## src/verilog/srcl_consts.svh

```systemverilog
`ifndef SRCL_CONSTS_SVH
`define SRCL_CONSTS_SVH
// ==========================================
// Register byte offsets
`define SRCL_ADDR_OFS 8'h00
`define SRCL_DATA_OFS 8'h04
`define SRCL_CTRL_OFS 8'h08
`define SRCL_IRQ_STAT_OFS 8'h0C
`define SRCL_IRQ_EN_OFS 8'h10
`define SRCL_HOST_STAT_OFS 8'h14
`define SRCL_RST_STAT_OFS 8'h18
// ==========================================
// Field positions
`define SRCL_CTRL_RDY_BIT 2
`define SRCL_CTRL_SZ_LSB 3
`define SRCL_CTRL_AI_BIT 6
`define SRCL_CTRL_CERR_BIT 7
`define SRCL_CTRL_DONE_BIT 8
`define SRCL_IRQ_CMD_BIT 0
`define SRCL_IRQ_CERR_BIT 1
`define SRCL_HS_CERR_BIT 0
`define SRCL_HS_USED_BIT 1
`define SRCL_RS_DONE_BIT 0
`define SRCL_RS_CERR_BIT 1
// ==========================================
// Values and counts
`define SRCL_CK_SEED 16'hAAAA
`define SRCL_CK_IDX 4'hD
`define SRCL_CFG_DEFAULT 16'h0000
`define SRCL_ROM_CLK_DIV 2048
`define SRCL_HALF_CNT 10'(`SRCL_ROM_CLK_DIV / 2 - 1)
`define SRCL_STRAP_WAIT 2'h3
`define SRCL_RESP_OKAY 2'h0
`define SRCL_RESP_SLVERR 2'h2
`endif

```

## src/verilog/srcl_pkg.sv

```systemverilog
package srcl_pkg;
   typedef enum logic [1:0] {
      SRCL_OP_SPECIAL = 2'h0,
      SRCL_OP_WRITE = 2'h1,
      SRCL_OP_READ = 2'h2,
      SRCL_OP_ERASE = 2'h3
   } srcl_op_e;
   typedef enum logic [3:0] {
      SRCL_LD_INIT = 4'h1,
      SRCL_LD_FETCH = 4'h2,
      SRCL_LD_WAIT = 4'h4,
      SRCL_LD_DONE = 4'h8
   } srcl_ld_e;
endpackage : srcl_pkg

```

## src/verilog/srcl_cfg_mem.sv

```systemverilog
`timescale 1ns/10ps
module srcl_cfg_mem (
   // Clock and reset
   input wire logic clk,
   input wire logic rst_n,
   // Write port
   input wire logic we,
   input wire logic [3:0] waddr,
   input wire logic [15:0] wdata,
   // Read port
   input wire logic [3:0] raddr,
   output logic [15:0] rdata
);
   logic [15:0] mem [0:12];

   always_ff @(posedge clk) begin
      if (we && waddr < 4'hD) begin
         mem[waddr] <= wdata;
      end
   end

   always_ff @(posedge clk or negedge rst_n) begin
      if (!rst_n) begin
         rdata <= 16'h0000;
      end else begin
         rdata <= (raddr < 4'hD) ? mem[raddr] : 16'h0000;
      end
   end
endmodule : srcl_cfg_mem

```

## src/verilog/srcl_rom_shift.sv

```systemverilog
`timescale 1ns/10ps
module srcl_rom_shift (
   // Clock and reset
   input wire logic clk,
   input wire logic rst_n,
   // Half-period enable
   input wire logic tick,
   // Command
   input wire logic start,
   input wire logic [1:0] op,
   input wire logic [9:0] addr,
   input wire logic [3:0] abits,
   input wire logic [15:0] wdata,
   output logic busy,
   output logic done,
   output logic [15:0] rdata,
   // Serial pins
   input wire logic din,
   output logic sclk,
   output logic cs,
   output logic dout
);
   logic [28:0] frame;
   logic [28:0] frame_reg;
   logic [4:0] cnt_reg;
   logic [9:0] amask;

   assign amask = 10'((11'h001 << abits) - 11'h001);
   assign frame = (29'({1'b1, op}) << (5'(abits) + 5'h10))
      | (29'(addr & amask) << 16) | 29'(wdata);

   always_ff @(posedge clk or negedge rst_n) begin
      if (!rst_n) begin
         busy <= 1'b0;
         done <= 1'b0;
         cs <= 1'b0;
         sclk <= 1'b0;
         dout <= 1'b0;
         frame_reg <= 29'h0;
         cnt_reg <= 5'h00;
         rdata <= 16'h0000;
      end else begin
         done <= 1'b0;
         if (!busy && start) begin
            busy <= 1'b1;
            cs <= 1'b1;
            frame_reg <= frame;
            cnt_reg <= 5'(abits) + 5'h13;
            dout <= 1'b1;
         end else if (busy && tick) begin
            if (sclk) begin
               sclk <= 1'b0;
               dout <= (cnt_reg != 5'h00) ?
                  frame_reg[cnt_reg - 5'h01] : 1'b0;
               // Data bits arrive on the last sixteen clocks
               if (cnt_reg < 5'h10) begin
                  rdata <= {rdata[14:0], din};
               end
            end else if (cnt_reg != 5'h00) begin
               sclk <= 1'b1;
               cnt_reg <= cnt_reg - 5'h01;
            end else begin
               cs <= 1'b0;
               busy <= 1'b0;
               done <= 1'b1;
            end
         end
      end
   end
endmodule : srcl_rom_shift

```

## src/verilog/srcl_top.sv

```systemverilog
// Added by the designer: the register addresses and the AXI4-Lite register port.
`timescale 1ns/10ps
`include "srcl_consts.svh"
module srcl_top (
   // Clock and reset
   input wire logic REF_CLK,
   input wire logic RST_N,
   // AXI4-Lite slave
   input wire logic [7:0] S_AXI_AWADDR,
   input wire logic S_AXI_AWVALID,
   output logic S_AXI_AWREADY,
   input wire logic [31:0] S_AXI_WDATA,
   input wire logic [3:0] S_AXI_WSTRB,
   input wire logic S_AXI_WVALID,
   output logic S_AXI_WREADY,
   output logic [1:0] S_AXI_BRESP,
   output logic S_AXI_BVALID,
   input wire logic S_AXI_BREADY,
   input wire logic [7:0] S_AXI_ARADDR,
   input wire logic S_AXI_ARVALID,
   output logic S_AXI_ARREADY,
   output logic [31:0] S_AXI_RDATA,
   output logic [1:0] S_AXI_RRESP,
   output logic S_AXI_RVALID,
   input wire logic S_AXI_RREADY,
   // Strap pins
   input wire logic AUTOINIT_SELECT,
   input wire logic [2:0] ROM_SIZE_CODE,
   input wire logic HOST_BUS_SELECT,
   // Serial ROM pins
   output logic SERIAL_ROM_CLOCK,
   output logic ROM_CS,
   output logic ROM_DO,
   input wire logic ROM_DI,
   // Host configuration read port
   input wire logic HOST_CFG_REQ,
   input wire logic [3:0] HOST_CFG_IDX,
   output logic HOST_CFG_ACK,
   output logic HOST_CFG_RETRY,
   output logic [15:0] HOST_CFG_DATA,
   // Processor interrupt
   output logic PROC_IRQ
);
   // ==========================================
   // Helpers
   function automatic logic [31:0] strb_merge(input logic [31:0] old,
      input logic [31:0] nw, input logic [3:0] strb);
      logic [31:0] m;
      m = {{8{strb[3]}}, {8{strb[2]}}, {8{strb[1]}}, {8{strb[0]}}};
      return (old & ~m) | (nw & m);
   endfunction : strb_merge

   function automatic logic [3:0] abits_of(input logic [2:0] sz);
      if (sz == 3'h1) return 4'h6;
      else if (sz == 3'h2) return 4'h7;
      else if (sz == 3'h4) return 4'hA;
      else return 4'h8;
   endfunction : abits_of

   // ==========================================
   // Pin synchronisers
   logic [4:0] pin_s1_reg;
   logic [4:0] pin_s2_reg;
   logic ai_s, hb_s, di_s;
   logic [2:0] sz_s;

   always_ff @(posedge REF_CLK or negedge RST_N) begin
      if (!RST_N) begin
         pin_s1_reg <= 5'h00;
         pin_s2_reg <= 5'h00;
      end else begin
         pin_s1_reg <= {AUTOINIT_SELECT, ROM_SIZE_CODE, HOST_BUS_SELECT};
         pin_s2_reg <= pin_s1_reg;
      end
   end

   logic di_s1_reg, di_s2_reg;
   always_ff @(posedge REF_CLK or negedge RST_N) begin
      if (!RST_N) begin
         di_s1_reg <= 1'b0;
         di_s2_reg <= 1'b0;
      end else begin
         di_s1_reg <= ROM_DI;
         di_s2_reg <= di_s1_reg;
      end
   end
   assign ai_s = pin_s2_reg[4];
   assign sz_s = pin_s2_reg[3:1];
   assign hb_s = pin_s2_reg[0];
   assign di_s = di_s2_reg;

   // ==========================================
   // Serial clock divider
   logic [9:0] div_reg;
   logic tick;
   assign tick = (div_reg == `SRCL_HALF_CNT);
   always_ff @(posedge REF_CLK or negedge RST_N) begin
      if (!RST_N) div_reg <= 10'h000;
      else div_reg <= tick ? 10'h000 : div_reg + 10'h001;
   end

   // ==========================================
   // State
   srcl_pkg::srcl_ld_e st_reg;
   logic [1:0] init_cnt_reg;
   logic [3:0] idx_reg;
   logic [15:0] xor_reg;
   logic ai_reg, cfg_done_reg, cerr_reg, used_reg, use_def_reg;
   logic [2:0] size_reg;
   logic [9:0] addr_reg;
   logic [15:0] tx_reg, data_reg;
   logic [1:0] op_reg;
   logic pend_reg, cmd_act_reg, ready_reg;
   logic irq_cmd_reg, irq_cerr_reg;
   logic [1:0] irq_en_reg;
   logic eng_busy, eng_done;
   logic [15:0] eng_rdata;
   logic [15:0] mem_q;

   // ==========================================
   // AXI4-Lite handshakes
   logic aw_have_reg, w_have_reg;
   logic [7:0] aw_addr_reg;
   logic [31:0] w_data_reg;
   logic [3:0] w_strb_reg;
   logic aw_fire, w_fire, ar_fire, wr_go;
   logic [7:0] wa;
   logic sel_addr, sel_data, sel_ctrl, sel_ist, sel_ien, wr_ok;
   logic [31:0] wm;

   assign aw_fire = S_AXI_AWVALID & S_AXI_AWREADY;
   assign w_fire = S_AXI_WVALID & S_AXI_WREADY;
   assign ar_fire = S_AXI_ARVALID & S_AXI_ARREADY;
   assign wr_go = aw_have_reg & w_have_reg & ~S_AXI_BVALID;
   assign wa = {aw_addr_reg[7:2], 2'h0};
   assign sel_addr = wr_go & (wa == `SRCL_ADDR_OFS);
   assign sel_data = wr_go & (wa == `SRCL_DATA_OFS);
   assign sel_ctrl = wr_go & (wa == `SRCL_CTRL_OFS);
   assign sel_ist = wr_go & (wa == `SRCL_IRQ_STAT_OFS);
   assign sel_ien = wr_go & (wa == `SRCL_IRQ_EN_OFS);
   assign wr_ok = sel_addr | sel_data | sel_ctrl | sel_ist | sel_ien
      | (wa == `SRCL_HOST_STAT_OFS) | (wa == `SRCL_RST_STAT_OFS);
   assign wm = strb_merge(32'h0, w_data_reg, w_strb_reg);

   always_ff @(posedge REF_CLK or negedge RST_N) begin
      if (!RST_N) begin
         S_AXI_AWREADY <= 1'b0;
         S_AXI_WREADY <= 1'b0;
         S_AXI_BVALID <= 1'b0;
         S_AXI_BRESP <= `SRCL_RESP_OKAY;
         aw_have_reg <= 1'b0;
         w_have_reg <= 1'b0;
         aw_addr_reg <= 8'h00;
         w_data_reg <= 32'h0;
         w_strb_reg <= 4'h0;
      end else begin
         S_AXI_AWREADY <= ~aw_fire & ~aw_have_reg & ~S_AXI_BVALID;
         S_AXI_WREADY <= ~w_fire & ~w_have_reg & ~S_AXI_BVALID;
         if (aw_fire) begin
            aw_have_reg <= 1'b1;
            aw_addr_reg <= S_AXI_AWADDR;
         end
         if (w_fire) begin
            w_have_reg <= 1'b1;
            w_data_reg <= S_AXI_WDATA;
            w_strb_reg <= S_AXI_WSTRB;
         end
         if (wr_go) begin
            aw_have_reg <= 1'b0;
            w_have_reg <= 1'b0;
            S_AXI_BVALID <= 1'b1;
            S_AXI_BRESP <= wr_ok ? `SRCL_RESP_OKAY : `SRCL_RESP_SLVERR;
         end else if (S_AXI_BREADY) begin
            S_AXI_BVALID <= 1'b0;
         end
      end
   end

   // ==========================================
   // Read data mux
   logic [7:0] ra;
   logic [31:0] rd_val;
   logic rd_ok;
   assign ra = {S_AXI_ARADDR[7:2], 2'h0};

   always_comb begin
      rd_val = 32'h0;
      rd_ok = 1'b1;
      if (ra == `SRCL_ADDR_OFS) begin
         rd_val = {22'h0, addr_reg};
      end else if (ra == `SRCL_DATA_OFS) begin
         rd_val = {16'h0, data_reg};
      end else if (ra == `SRCL_CTRL_OFS) begin
         rd_val[1:0] = op_reg;
         rd_val[`SRCL_CTRL_RDY_BIT] = ready_reg;
         rd_val[`SRCL_CTRL_SZ_LSB +: 3] = size_reg;
         rd_val[`SRCL_CTRL_AI_BIT] = ai_reg;
         rd_val[`SRCL_CTRL_CERR_BIT] = cerr_reg;
         rd_val[`SRCL_CTRL_DONE_BIT] = cfg_done_reg;
      end else if (ra == `SRCL_IRQ_STAT_OFS) begin
         rd_val[`SRCL_IRQ_CMD_BIT] = irq_cmd_reg;
         rd_val[`SRCL_IRQ_CERR_BIT] = irq_cerr_reg;
      end else if (ra == `SRCL_IRQ_EN_OFS) begin
         rd_val[1:0] = irq_en_reg;
      end else if (ra == `SRCL_HOST_STAT_OFS) begin
         rd_val[`SRCL_HS_CERR_BIT] = cerr_reg;
         rd_val[`SRCL_HS_USED_BIT] = used_reg;
      end else if (ra == `SRCL_RST_STAT_OFS) begin
         rd_val[`SRCL_RS_DONE_BIT] = cfg_done_reg;
         rd_val[`SRCL_RS_CERR_BIT] = cerr_reg & use_def_reg;
      end else begin
         rd_ok = 1'b0;
      end
   end

   always_ff @(posedge REF_CLK or negedge RST_N) begin
      if (!RST_N) begin
         S_AXI_ARREADY <= 1'b0;
         S_AXI_RVALID <= 1'b0;
         S_AXI_RDATA <= 32'h0;
         S_AXI_RRESP <= `SRCL_RESP_OKAY;
      end else begin
         S_AXI_ARREADY <= ~ar_fire & ~S_AXI_RVALID;
         if (ar_fire) begin
            S_AXI_RVALID <= 1'b1;
            S_AXI_RDATA <= rd_val;
            S_AXI_RRESP <= rd_ok ? `SRCL_RESP_OKAY : `SRCL_RESP_SLVERR;
         end else if (S_AXI_RREADY) begin
            S_AXI_RVALID <= 1'b0;
         end
      end
   end

   // ==========================================
   // Loader and command arbitration
   logic auto_go, ld_start, cmd_go, op_wr, ld_last, ld_fail, ld_finish;
   logic cmd_done, wr_type, eng_start;
   logic [1:0] eng_op;
   logic [9:0] eng_addr;
   logic [15:0] eng_wdata;
   logic [3:0] abits;
   logic [1:0] top2;

   assign auto_go = ai_s & (sz_s != 3'h0) & hb_s;
   assign ld_start = (st_reg == srcl_pkg::SRCL_LD_FETCH) & ~eng_busy;
   assign ld_last = (st_reg == srcl_pkg::SRCL_LD_WAIT) & eng_done
      & (idx_reg == `SRCL_CK_IDX);
   // seeded xor compared with stored checksum
   assign ld_fail = ld_last & (xor_reg != eng_rdata);
   assign ld_finish = ld_last | ((st_reg == srcl_pkg::SRCL_LD_INIT)
      & (init_cnt_reg == `SRCL_STRAP_WAIT) & ~auto_go);
   // opcode byte write starts a command
   assign op_wr = sel_ctrl & w_strb_reg[0];
   // queued opcode waits for idle engine
   assign cmd_go = cfg_done_reg & pend_reg & ~eng_busy & ~cmd_act_reg;
   assign cmd_done = cmd_act_reg & eng_done;
   assign abits = abits_of(size_reg);
   assign top2 = 2'(addr_reg >> (abits - 4'h2));
   // only write and write-all carry data
   assign wr_type = (op_reg == srcl_pkg::SRCL_OP_WRITE)
      | ((op_reg == srcl_pkg::SRCL_OP_SPECIAL) & (top2 == 2'h1));
   assign eng_start = ld_start | cmd_go;
   assign eng_op = ld_start ? srcl_pkg::SRCL_OP_READ : op_reg;
   assign eng_addr = ld_start ? {6'h00, idx_reg} : addr_reg;
   assign eng_wdata = (!ld_start && wr_type) ? tx_reg : 16'h0000;

   always_ff @(posedge REF_CLK or negedge RST_N) begin
      if (!RST_N) begin
         st_reg <= srcl_pkg::SRCL_LD_INIT;
         init_cnt_reg <= 2'h0;
         idx_reg <= 4'h0;
         xor_reg <= `SRCL_CK_SEED;
         ai_reg <= 1'b0;
         size_reg <= 3'h0;
         used_reg <= 1'b0;
         use_def_reg <= 1'b0;
         cerr_reg <= 1'b0;
         cfg_done_reg <= 1'b0;
      end else begin
         case (st_reg)
            srcl_pkg::SRCL_LD_INIT: begin
               init_cnt_reg <= init_cnt_reg + 2'h1;
               if (init_cnt_reg == `SRCL_STRAP_WAIT) begin
                  ai_reg <= ai_s;
                  size_reg <= sz_s;
                  if (auto_go) begin
                     used_reg <= 1'b1;
                     st_reg <= srcl_pkg::SRCL_LD_FETCH;
                  end else begin
                     use_def_reg <= 1'b1;
                     cfg_done_reg <= 1'b1;
                     st_reg <= srcl_pkg::SRCL_LD_DONE;
                  end
               end
            end
            srcl_pkg::SRCL_LD_FETCH: begin
               if (ld_start) st_reg <= srcl_pkg::SRCL_LD_WAIT;
            end
            srcl_pkg::SRCL_LD_WAIT: begin
               if (ld_last) begin
                  cerr_reg <= ld_fail;
                  use_def_reg <= ld_fail;
                  cfg_done_reg <= 1'b1;
                  st_reg <= srcl_pkg::SRCL_LD_DONE;
               end else if (eng_done) begin
                  xor_reg <= xor_reg ^ eng_rdata;
                  idx_reg <= idx_reg + 4'h1;
                  st_reg <= srcl_pkg::SRCL_LD_FETCH;
               end
            end
            default: st_reg <= srcl_pkg::SRCL_LD_DONE;
         endcase
      end
   end

   // ==========================================
   // Command registers
   always_ff @(posedge REF_CLK or negedge RST_N) begin
      if (!RST_N) begin
         addr_reg <= 10'h000;
         tx_reg <= 16'h0000;
         data_reg <= 16'h0000;
         op_reg <= 2'h0;
         pend_reg <= 1'b0;
         cmd_act_reg <= 1'b0;
         ready_reg <= 1'b0;
         irq_en_reg <= 2'h0;
      end else begin
         if (sel_addr) addr_reg <= wm[9:0] | (addr_reg & ~10'(
            strb_merge(32'h0, 32'hFFFFFFFF, w_strb_reg)));
         // write lands in hidden shift word
         if (sel_data) tx_reg <= 16'(strb_merge({16'h0, tx_reg},
            w_data_reg, w_strb_reg));
         if (sel_ien) irq_en_reg <= 2'(strb_merge({30'h0, irq_en_reg},
            w_data_reg, w_strb_reg));
         if (op_wr) op_reg <= w_data_reg[1:0];
         if (op_wr) pend_reg <= 1'b1;
         else if (cmd_go) pend_reg <= 1'b0;
         if (cmd_go) cmd_act_reg <= 1'b1;
         else if (eng_done) cmd_act_reg <= 1'b0;
         if (cmd_done && op_reg == srcl_pkg::SRCL_OP_READ) begin
            data_reg <= eng_rdata;
         end
         if (op_wr) ready_reg <= 1'b0;
         else if (ld_finish | (cmd_done & ~pend_reg)) ready_reg <= 1'b1;
      end
   end

   // ==========================================
   // Interrupt flags, set beats clear
   always_ff @(posedge REF_CLK or negedge RST_N) begin
      if (!RST_N) begin
         irq_cmd_reg <= 1'b0;
         irq_cerr_reg <= 1'b0;
         PROC_IRQ <= 1'b0;
      end else begin
         if (cmd_done | ld_finish) irq_cmd_reg <= 1'b1;
         else if (sel_ist & w_data_reg[`SRCL_IRQ_CMD_BIT]) begin
            irq_cmd_reg <= 1'b0;
         end
         if (ld_fail) irq_cerr_reg <= 1'b1;
         else if (sel_ist & w_data_reg[`SRCL_IRQ_CERR_BIT]) begin
            irq_cerr_reg <= 1'b0;
         end
         PROC_IRQ <= |({irq_cerr_reg, irq_cmd_reg} & irq_en_reg);
      end
   end

   // ==========================================
   // Host configuration port
   logic cfg_rd_reg;
   always_ff @(posedge REF_CLK or negedge RST_N) begin
      if (!RST_N) begin
         cfg_rd_reg <= 1'b0;
         HOST_CFG_ACK <= 1'b0;
         HOST_CFG_RETRY <= 1'b0;
         HOST_CFG_DATA <= 16'h0000;
      end else begin
         cfg_rd_reg <= HOST_CFG_REQ & cfg_done_reg;
         HOST_CFG_RETRY <= HOST_CFG_REQ & ~cfg_done_reg;
         HOST_CFG_ACK <= cfg_rd_reg;
         if (cfg_rd_reg) begin
            HOST_CFG_DATA <= use_def_reg ? `SRCL_CFG_DEFAULT : mem_q;
         end
      end
   end

   // ==========================================
   // Submodules
   // words 0h to Ch stored by index
   srcl_cfg_mem u_mem (
      .clk(REF_CLK),
      .rst_n(RST_N),
      .we((st_reg == srcl_pkg::SRCL_LD_WAIT) & eng_done),
      .waddr(idx_reg),
      .wdata(eng_rdata),
      .raddr(HOST_CFG_IDX),
      .rdata(mem_q)
   );

   srcl_rom_shift u_shift (
      .clk(REF_CLK),
      .rst_n(RST_N),
      .tick(tick),
      .start(eng_start),
      .op(eng_op),
      .addr(eng_addr),
      .abits(abits_of(ld_start ? sz_s : size_reg)),
      .wdata(eng_wdata),
      .busy(eng_busy),
      .done(eng_done),
      .rdata(eng_rdata),
      .din(di_s),
      .sclk(SERIAL_ROM_CLOCK),
      .cs(ROM_CS),
      .dout(ROM_DO)
   );
endmodule : srcl_top
```

## config.mk

```make
export PLATFORM = sky130hd
export DESIGN_NAME = srcl_top
export DESIGN_NICKNAME = d
export VERILOG_FILES = /design/src/verilog/srcl_pkg.sv /design/src/verilog/srcl_cfg_mem.sv /design/src/verilog/srcl_rom_shift.sv /design/src/verilog/srcl_top.sv
export VERILOG_INCLUDE_DIRS = /design/src /design/src/verilog
export SDC_FILE = /design/constraint.sdc
export NUM_CORES = 1
export LEC_CHECK = 0
export ABC_AREA = 1
export BUFFER_PORTS_ARGS = -buffer_cell sky130_fd_sc_hd__buf_2
export CAP_MARGIN = 20
export CORE_ASPECT_RATIO = 1.2
export CORE_MARGIN = 1
export CORE_UTILIZATION = 55
export CTS_BUF_LIST = sky130_fd_sc_hd__clkbuf_4 sky130_fd_sc_hd__clkbuf_8
export DETAILED_ROUTE_END_ITERATION = 6
export PLACE_DENSITY = 0.76
export SLEW_MARGIN = 20
export SYNTH_ARGS = -nofsm -noshare
export SYNTH_HDL_FRONTEND = slang
export SYNTH_SLANG_ARGS = --single-unit
```

## constraint.sdc

```tcl
create_clock -name REF_CLK -period 2.9 [get_ports REF_CLK]
set_input_delay 0.29 -clock REF_CLK [delete_from_list [all_inputs] [get_ports REF_CLK]]
set_output_delay 0.29 -clock REF_CLK [all_outputs]
set_load 0.05 [all_outputs]
```

==> results of run 1 <==
## layer usage
layer	share of wire [%]	GRT usage, %	wire length (um)	vias up
met5	0	0	0	-
met4	3.1	10.7	1350	0
met3	7.3	5.29	3190	107
met2	51	45.1	22300	563
met1	39	31.3	16800	6463
li1	-	-	-	6325
## area by class of cell
class | count | area [um2] | area share, %
clock buffer | 103 | 1290 | 5.87
clock inverter | 22 | 239 | 1.09
inverter | 144 | 546 | 2.49
multi-input combinational | 1082 | 5660 | 25.8
sequential | 454 | 12400 | 56.7
tap | 456 | 571 | 2.60
timing repair buffer | 170 | 1190 | 5.44
## synthesized netlist by cell type (19+ instances only)
master    count
edfxtp_1    208
nand3_1      68
o21ai_1      22
inv_1       128
o21ai_0     171
nand3b_1     19
nand2_1     348
clkbuf_1     47
o221ai_1     27
nor2_1      139
dfrtp_1     237
buf_4        20
a21oi_1      79
o211ai_1     31
## stage by stage
stage	area, um2	hold slack (ns)	setup WS, ns
after floorplan	19100	-0.00559	0.631
after CTS	21900	0.00994	0.450
after global placement	20000	0.316	0.495
final	21900	0.0458	0.435
after global routing	21900	0.0584	0.226
after detailed placement	20000	0.319	0.497
## power by group through the flow
stage	logic, mW	registers (mW)	clock network, mW
6_report	1.44	7.30	5.73
5_1_grt	1.60	7.33	6.11
4_1_cts	1.43	7.29	5.80
3_5_place_dp	1.34	7.41	0
3_3_place_gp	1.30	7.39	0
2_1_floorplan	0.785	7.52	0
## critical path: cells and delay by family, from the launching register on
| family | cells | cell delay [ns] |
|---|---|---|
| and+or+nand+nor | 11 | 1.55 |
| DFF | 1 | 0.43 |
| adders and majority gates | 1 | 0.21 |
| AOI/OAI and AO/OA | 1 | 0.13 |
| buffers and inverters | 1 | 0.06 |
## logic make-up (layout without fill, tap and decap cells)
kind of cell / after synthesis / in the layout / share of synthesized area (%)
other: 2 / 20 / 0.0394
flip-flops: 454 / 454 / 65.1
XOR/XNOR: 30 / 30 / 1.38
AND/OR/NAND/NOR: 632 / 632 / 14.7
adder cells (fa/ha/maj): 16 / 16 / 1.05
multiplexers: 9 / 9 / 0.689
AO/OA/AOI/OAI: 375 / 375 / 11.4
buffers and inverters: 239 / 439 / 5.60
## timing repair
item	CTS	global route
buffers inserted	0	0
endpoints found under the hold margin	102	0
setup endpoints to repair	0	0
hold buffers	39	0
## path summary, 6_finish.rpt
check	from	to	slack (ns)	cells past startpoint
setup / recovery	st_reg[3]	u_shift.frame_reg[22]	0.43	14
hold / removal	S_AXI_ARADDR[5]	S_AXI_RRESP[1]	0.05	3
setup reg to reg	st_reg[3]	u_shift.frame_reg[22]	0.43	14
min in group asynchronous	RST_N	HOST_CFG_DATA[6]	0.25	2
hold reg to reg	di_s1_reg	di_s	0.35	0
max in group asynchronous	RST_N	xor_reg[15]	1.79	3
==> impl_metrics.env, run 1 <==
export IMPL_hold_class="in2reg"
export IMPL_synthCells=1757
export IMPL_setup_viol=0
export IMPL_async_flop_share_pct=54.2
export IMPL_gp_congestion=0.879
export IMPL_cp_end_kind="flip-flop"
export IMPL_hpwl_um=27100
export IMPL_drive_gt1_share_pct=15.8
export IMPL_fmax_mhz=406
export IMPL_slowest_stage="dfrtp_1"
export IMPL_power_frac_seq_pct=50.4
export IMPL_synthTopCellsByArea="edfxtp_1 (33%), dfrtp_1 (31%), nand2_1 (6.9%)"
export IMPL_period_needed_ns=2.47
export IMPL_drtPass1Iterations=7
export IMPL_start_kind="flip-flop"
export IMPL_combPwrFrac_pct=9.9
export IMPL_grt_ovfl_total=0
export IMPL_yosys_warnings=0
export IMPL_yosys_area_top_type_share_pct=32.8
export IMPL_clock_latency_ns=0.62
export IMPL_clock_sinks=454
export IMPL_drt_iter0_markers=1063
export IMPL_switchingPower_mw=3.68
export IMPL_htree_num_levels=3
export IMPL_antenna_found_initial=0
export IMPL_max_slew_margin_rel_pct=37.0
export IMPL_synth_area_leader_cell="edfxtp_1"
export IMPL_initial_core_util_pct=56.0
export IMPL_antenna_left=0
export IMPL_p_int_mw=10.8
export IMPL_die_x_um=172
export IMPL_clock_skew_final_ns=0.0391
export IMPL_clkPwrFrac_pct=39.6
export IMPL_powerDensity_nw_per_um2=661
export IMPL_die_area_um2=35400
export IMPL_clk_pin_slew_worst_paths_ns=0.06
export IMPL_ys_types=55
export IMPL_crit_fanout=23
export IMPL_grt_pass1_wl_um=70300
export IMPL_finalWirelength_um=43700
export IMPL_routedWlPerCell_um=18.0
export IMPL_hold_violations=0
export IMPL_final_cell_mix="nand2_1 (348), dfrtp_1 (237), edfxtp_1 (208), o21ai_0 (171), nor2_1 (138)"
export IMPL_path_class="reg2reg"
export IMPL_mostFrequentLayoutCell="nand2_1"
export IMPL_antenna_cells=0
export IMPL_worstMarginPinSlew_ns=0.945
export IMPL_tns_ns=0
export IMPL_final_nets=2007
export IMPL_rows=74
export IMPL_fillers=2582
export IMPL_synth_edf_count=208
export IMPL_dr_total_vias=13500
export IMPL_p_total_mw=14.5
export IMPL_p_sw_share_pct=25.4
export IMPL_peakVddDrop_mv=0.559
export IMPL_die_y_um=206
export IMPL_cp_required_ns=3.42
export IMPL_dp_cells=2267
export IMPL_drcViolationCount=0
export IMPL_track_usage_pct=25.9
export IMPL_cp_cell_sequence="nor2_4 > nand3_4 > nand2_1 > nand2_2 > nor3_4 > nor2_4 > ha_1 > nor2_1 > inv_1 > nand2_1 > nand2_1 > nand2_1 > nand3_1 > a21oi_1"
export IMPL_grt_pass1_vias=13600
export IMPL_detail_route_vias_per_cell=5.54
export IMPL_ys_flop_type="dfrtp_1"
export IMPL_synth_seq_area_share_pct=65.1
export IMPL_cap_viol_max_count=0
export IMPL_cellLeakagePower_nw=8.86
export IMPL_status="completed"
export IMPL_io_buffers=92
export IMPL_avgSynthCellArea_um2=10.9
export IMPL_syn2layout_area_growth_pct=14.9
export IMPL_cp_common_cell="nand2_1"
export IMPL_cts_buffer_depth=3
export IMPL_largest_reg_flops=208
export IMPL_io_pins=133
export IMPL_fin_crit_sh_pct=85.0
export IMPL_clock_root_buffer="clkbuf_8"
export IMPL_ys_seq_elements=454
export IMPL_core_area_um2=34100
export IMPL_syn_cell_area_um2=19100
export IMPL_cts_tree="yes"
export IMPL_rsz0062_at_grt="false"
export IMPL_grt_max_degree=79
export IMPL_cts_buffers=69
export IMPL_slew_viol_final=0
export IMPL_worst_ep_arrival_time_ns=2.98
export IMPL_critPathMaxStageDelay_ns=0.43
export IMPL_final_util_pct=64.3
export IMPL_final_cell_count_no_fill=2431
export IMPL_cts_resized_gates=0
No activity file was read; power rests on OpenSTA's default activity.
==> run 2, diff against run 1 <==
--- a/config.mk
+++ b/config.mk
@@ -15,6 +15,7 @@
 export CTS_BUF_LIST = sky130_fd_sc_hd__clkbuf_4 sky130_fd_sc_hd__clkbuf_8
 export DETAILED_ROUTE_END_ITERATION = 6
 export PLACE_DENSITY = 0.76
+export REMOVE_ABC_BUFFERS = 1
 export SLEW_MARGIN = 20
 export SYNTH_ARGS = -nofsm -noshare
 export SYNTH_HDL_FRONTEND = slang
==> run 2 against run 1 <==
  * Utilization barely moved
  * Count of clock-buffer cells in the layout rose by 1
  * Non-clock buffer count up 1
  * Sequential cell count is the same
  * Cell count grew 0.12%
  * Via count increased by 1.2%
  * Worst setup slack got worse by 0.11 ns
  * Sequential power about the same
  * Combinational power about the same
  * Critical path depth shrank 2
  * Clock skew up 0.0024 ns
  * Highest routed layer unchanged
==> impl_metrics.env, run 2 (same netlist as run 1, synthesis figures left out) <==
export IMPL_status="completed"
export IMPL_hold_violations=0
export IMPL_setup_viol=0
export IMPL_rows=74
export IMPL_cts_resized_gates=0
export IMPL_rsz0062_at_grt="false"
export IMPL_cts_buffer_depth=3
export IMPL_antenna_cells=0
export IMPL_dp_cells=2268
export IMPL_grt_pass1_vias=13800
export IMPL_dpl_instance_area_um2=20000
export IMPL_grt_max_degree=91
export IMPL_io_pins=133
export IMPL_detail_route_vias_per_cell=5.59
export IMPL_cts_buffers=69
export IMPL_clk_pin_slew_worst_paths_ns=0.06
export IMPL_switchingPower_mw=3.74
export IMPL_final_cell_mix="nand2_1 (348), dfrtp_1 (237), edfxtp_1 (208), o21ai_0 (171), nor2_1 (138)"
export IMPL_cp_end_kind="flip-flop"
export IMPL_largest_reg_flops=208
export IMPL_powerDensity_nw_per_um2=653
export IMPL_mostFrequentLayoutCell="nand2_1"
export IMPL_io_buffers=92
export IMPL_core_area_um2=34100
export IMPL_slew_viol_final=0
export IMPL_worstMarginPinSlew_ns=0.971
export IMPL_drive_gt1_share_pct=16.1
export IMPL_syn2layout_area_growth_pct=14.8
export IMPL_routedWlPerCell_um=18.3
export IMPL_peakVddDrop_mv=0.660
export IMPL_path_class="reg2reg"
export IMPL_grt_ovfl_total=0
export IMPL_die_area_um2=35400
export IMPL_tns_ns=0
export IMPL_fmax_mhz=388
export IMPL_p_int_mw=10.6
export IMPL_cap_viol_max_count=0
export IMPL_cts_hold_buf=39
export IMPL_drtPass1Iterations=5
export IMPL_start_kind="flip-flop"
export IMPL_worst_ep_arrival_time_ns=3.13
export IMPL_drt_iter0_markers=1134
export IMPL_antenna_found_initial=0
export IMPL_hpwl_um=27200
export IMPL_crit_fanout=16
export IMPL_clock_sinks=454
export IMPL_hold_class="in2reg"
export IMPL_cp_required_ns=3.45
export IMPL_clock_skew_final_ns=0.0415
export IMPL_period_needed_ns=2.58
export IMPL_antenna_left=0
export IMPL_cts_tree="yes"
export IMPL_htree_num_levels=3
export IMPL_initial_core_util_pct=56.0
export IMPL_clkPwrFrac_pct=38.8
export IMPL_dr_total_vias=13600
export IMPL_clock_latency_ns=0.63
export IMPL_stdcell_area_um2=21900
export IMPL_die_y_um=206
export IMPL_die_x_um=172
export IMPL_clock_root_buffer="clkbuf_8"
export IMPL_final_cell_count_no_fill=2434
export IMPL_hold_slack_ns=0.0468
export IMPL_cellLeakagePower_nw=8.86
export IMPL_track_usage_pct=26.3
export IMPL_cts_setup_buffers=0
export IMPL_r2r_slack_ns=0.32
export IMPL_power_frac_seq_pct=51.1
export IMPL_combPwrFrac_pct=10.1
export IMPL_finalWirelength_um=44600
export IMPL_grt_pass1_wl_um=71200
export IMPL_final_nets=2008
export IMPL_p_sw_share_pct=26.1
export IMPL_fin_crit_sh_pct=89.0
export IMPL_max_slew_margin_rel_pct=35.3
export IMPL_gp_congestion=0.896
export IMPL_drcViolationCount=0
## run 2: cell types whose count changed in the layout (fill, tap and decap cells not counted), sizes merged
cell,change
bufinv,-3
buf,+1
inv,+3
clkinv,+2
clkinvlp,-1
clkbuf,+1
## run 2: worst paths after layout
| kind | from | to | cells past startpoint |
|---|---|---|---|
| worst max-delay path | size_reg[0] | u_shift.frame_reg[3] | 12 |
| worst min-delay path | S_AXI_ARADDR[5] | S_AXI_RRESP[1] | 3 |
| worst max register to register | size_reg[0] | u_shift.frame_reg[3] | 12 |
| worst min register to register | pin_s1_reg[4] | pin_s2_reg[4] | 0 |
| max in group asynchronous | RST_N | async pin | 3 |
| min in group asynchronous | RST_N | u_mem.rdata[1] | 2 |
## run 2: worst max-delay path, cell delays in order, from the launching register on
cell and delay, ns:
dfrtp_1 0.44, inv_2 0.11, nand3_2 0.17, nand2_4 0.13, nor2_4 0.05, ha_1 0.36
o31ai_1 0.28, o21ai_1 0.11, nand2_1 0.08, inv_1 0.05, o21ai_2 0.51, nand3b_1 0.15
nand2_1 0.10
## run 2: stage by stage
step / worst slack [ns] / power (mW) / util, %
finish: 0.320 / 14.3 / 64.2
global route: 0.0878 / 14.9 / 64.2
CTS: 0.341 / 14.3 / 64.2
detailed placement: 0.400 / 8.74 / 58.8
global placement: 0.493 / 8.68 / 58.8
floorplan: 0.256 / 8.21 / -
## run 2: power groups by stage
stage,combinational (mW),clock (mW),sequential (mW)
CTS,1.42,5.63,7.29
global placement,1.29,0,7.40
finish,1.44,5.55,7.30
floorplan,0.696,0,7.52
global route,1.61,5.91,7.34
detailed placement,1.33,0,7.41
## run 2: layer usage
| metal | up-vias | GRT usage [%] | share of wire, % |
|---|---|---|---|
| li1 | 6339 | - | - |
| met1 | 6646 | 32.2 | 39 |
| met2 | 519 | 45.8 | 51 |
| met3 | 112 | 4.48 | 6.2 |
| met4 | 0 | 11.4 | 3.5 |
| met5 | - | 0 | 0 |
## run 2: area by class of cell
type | instances | area, um2
repair buffers | 171 | 1220
fillers | 2605 | 12200
multi-input cells | 1082 | 5660
clock buffers | 104 | 1290
clock inverters | 23 | 185
inverters | 144 | 546
flip-flops and latches | 454 | 12400
well taps | 456 | 571
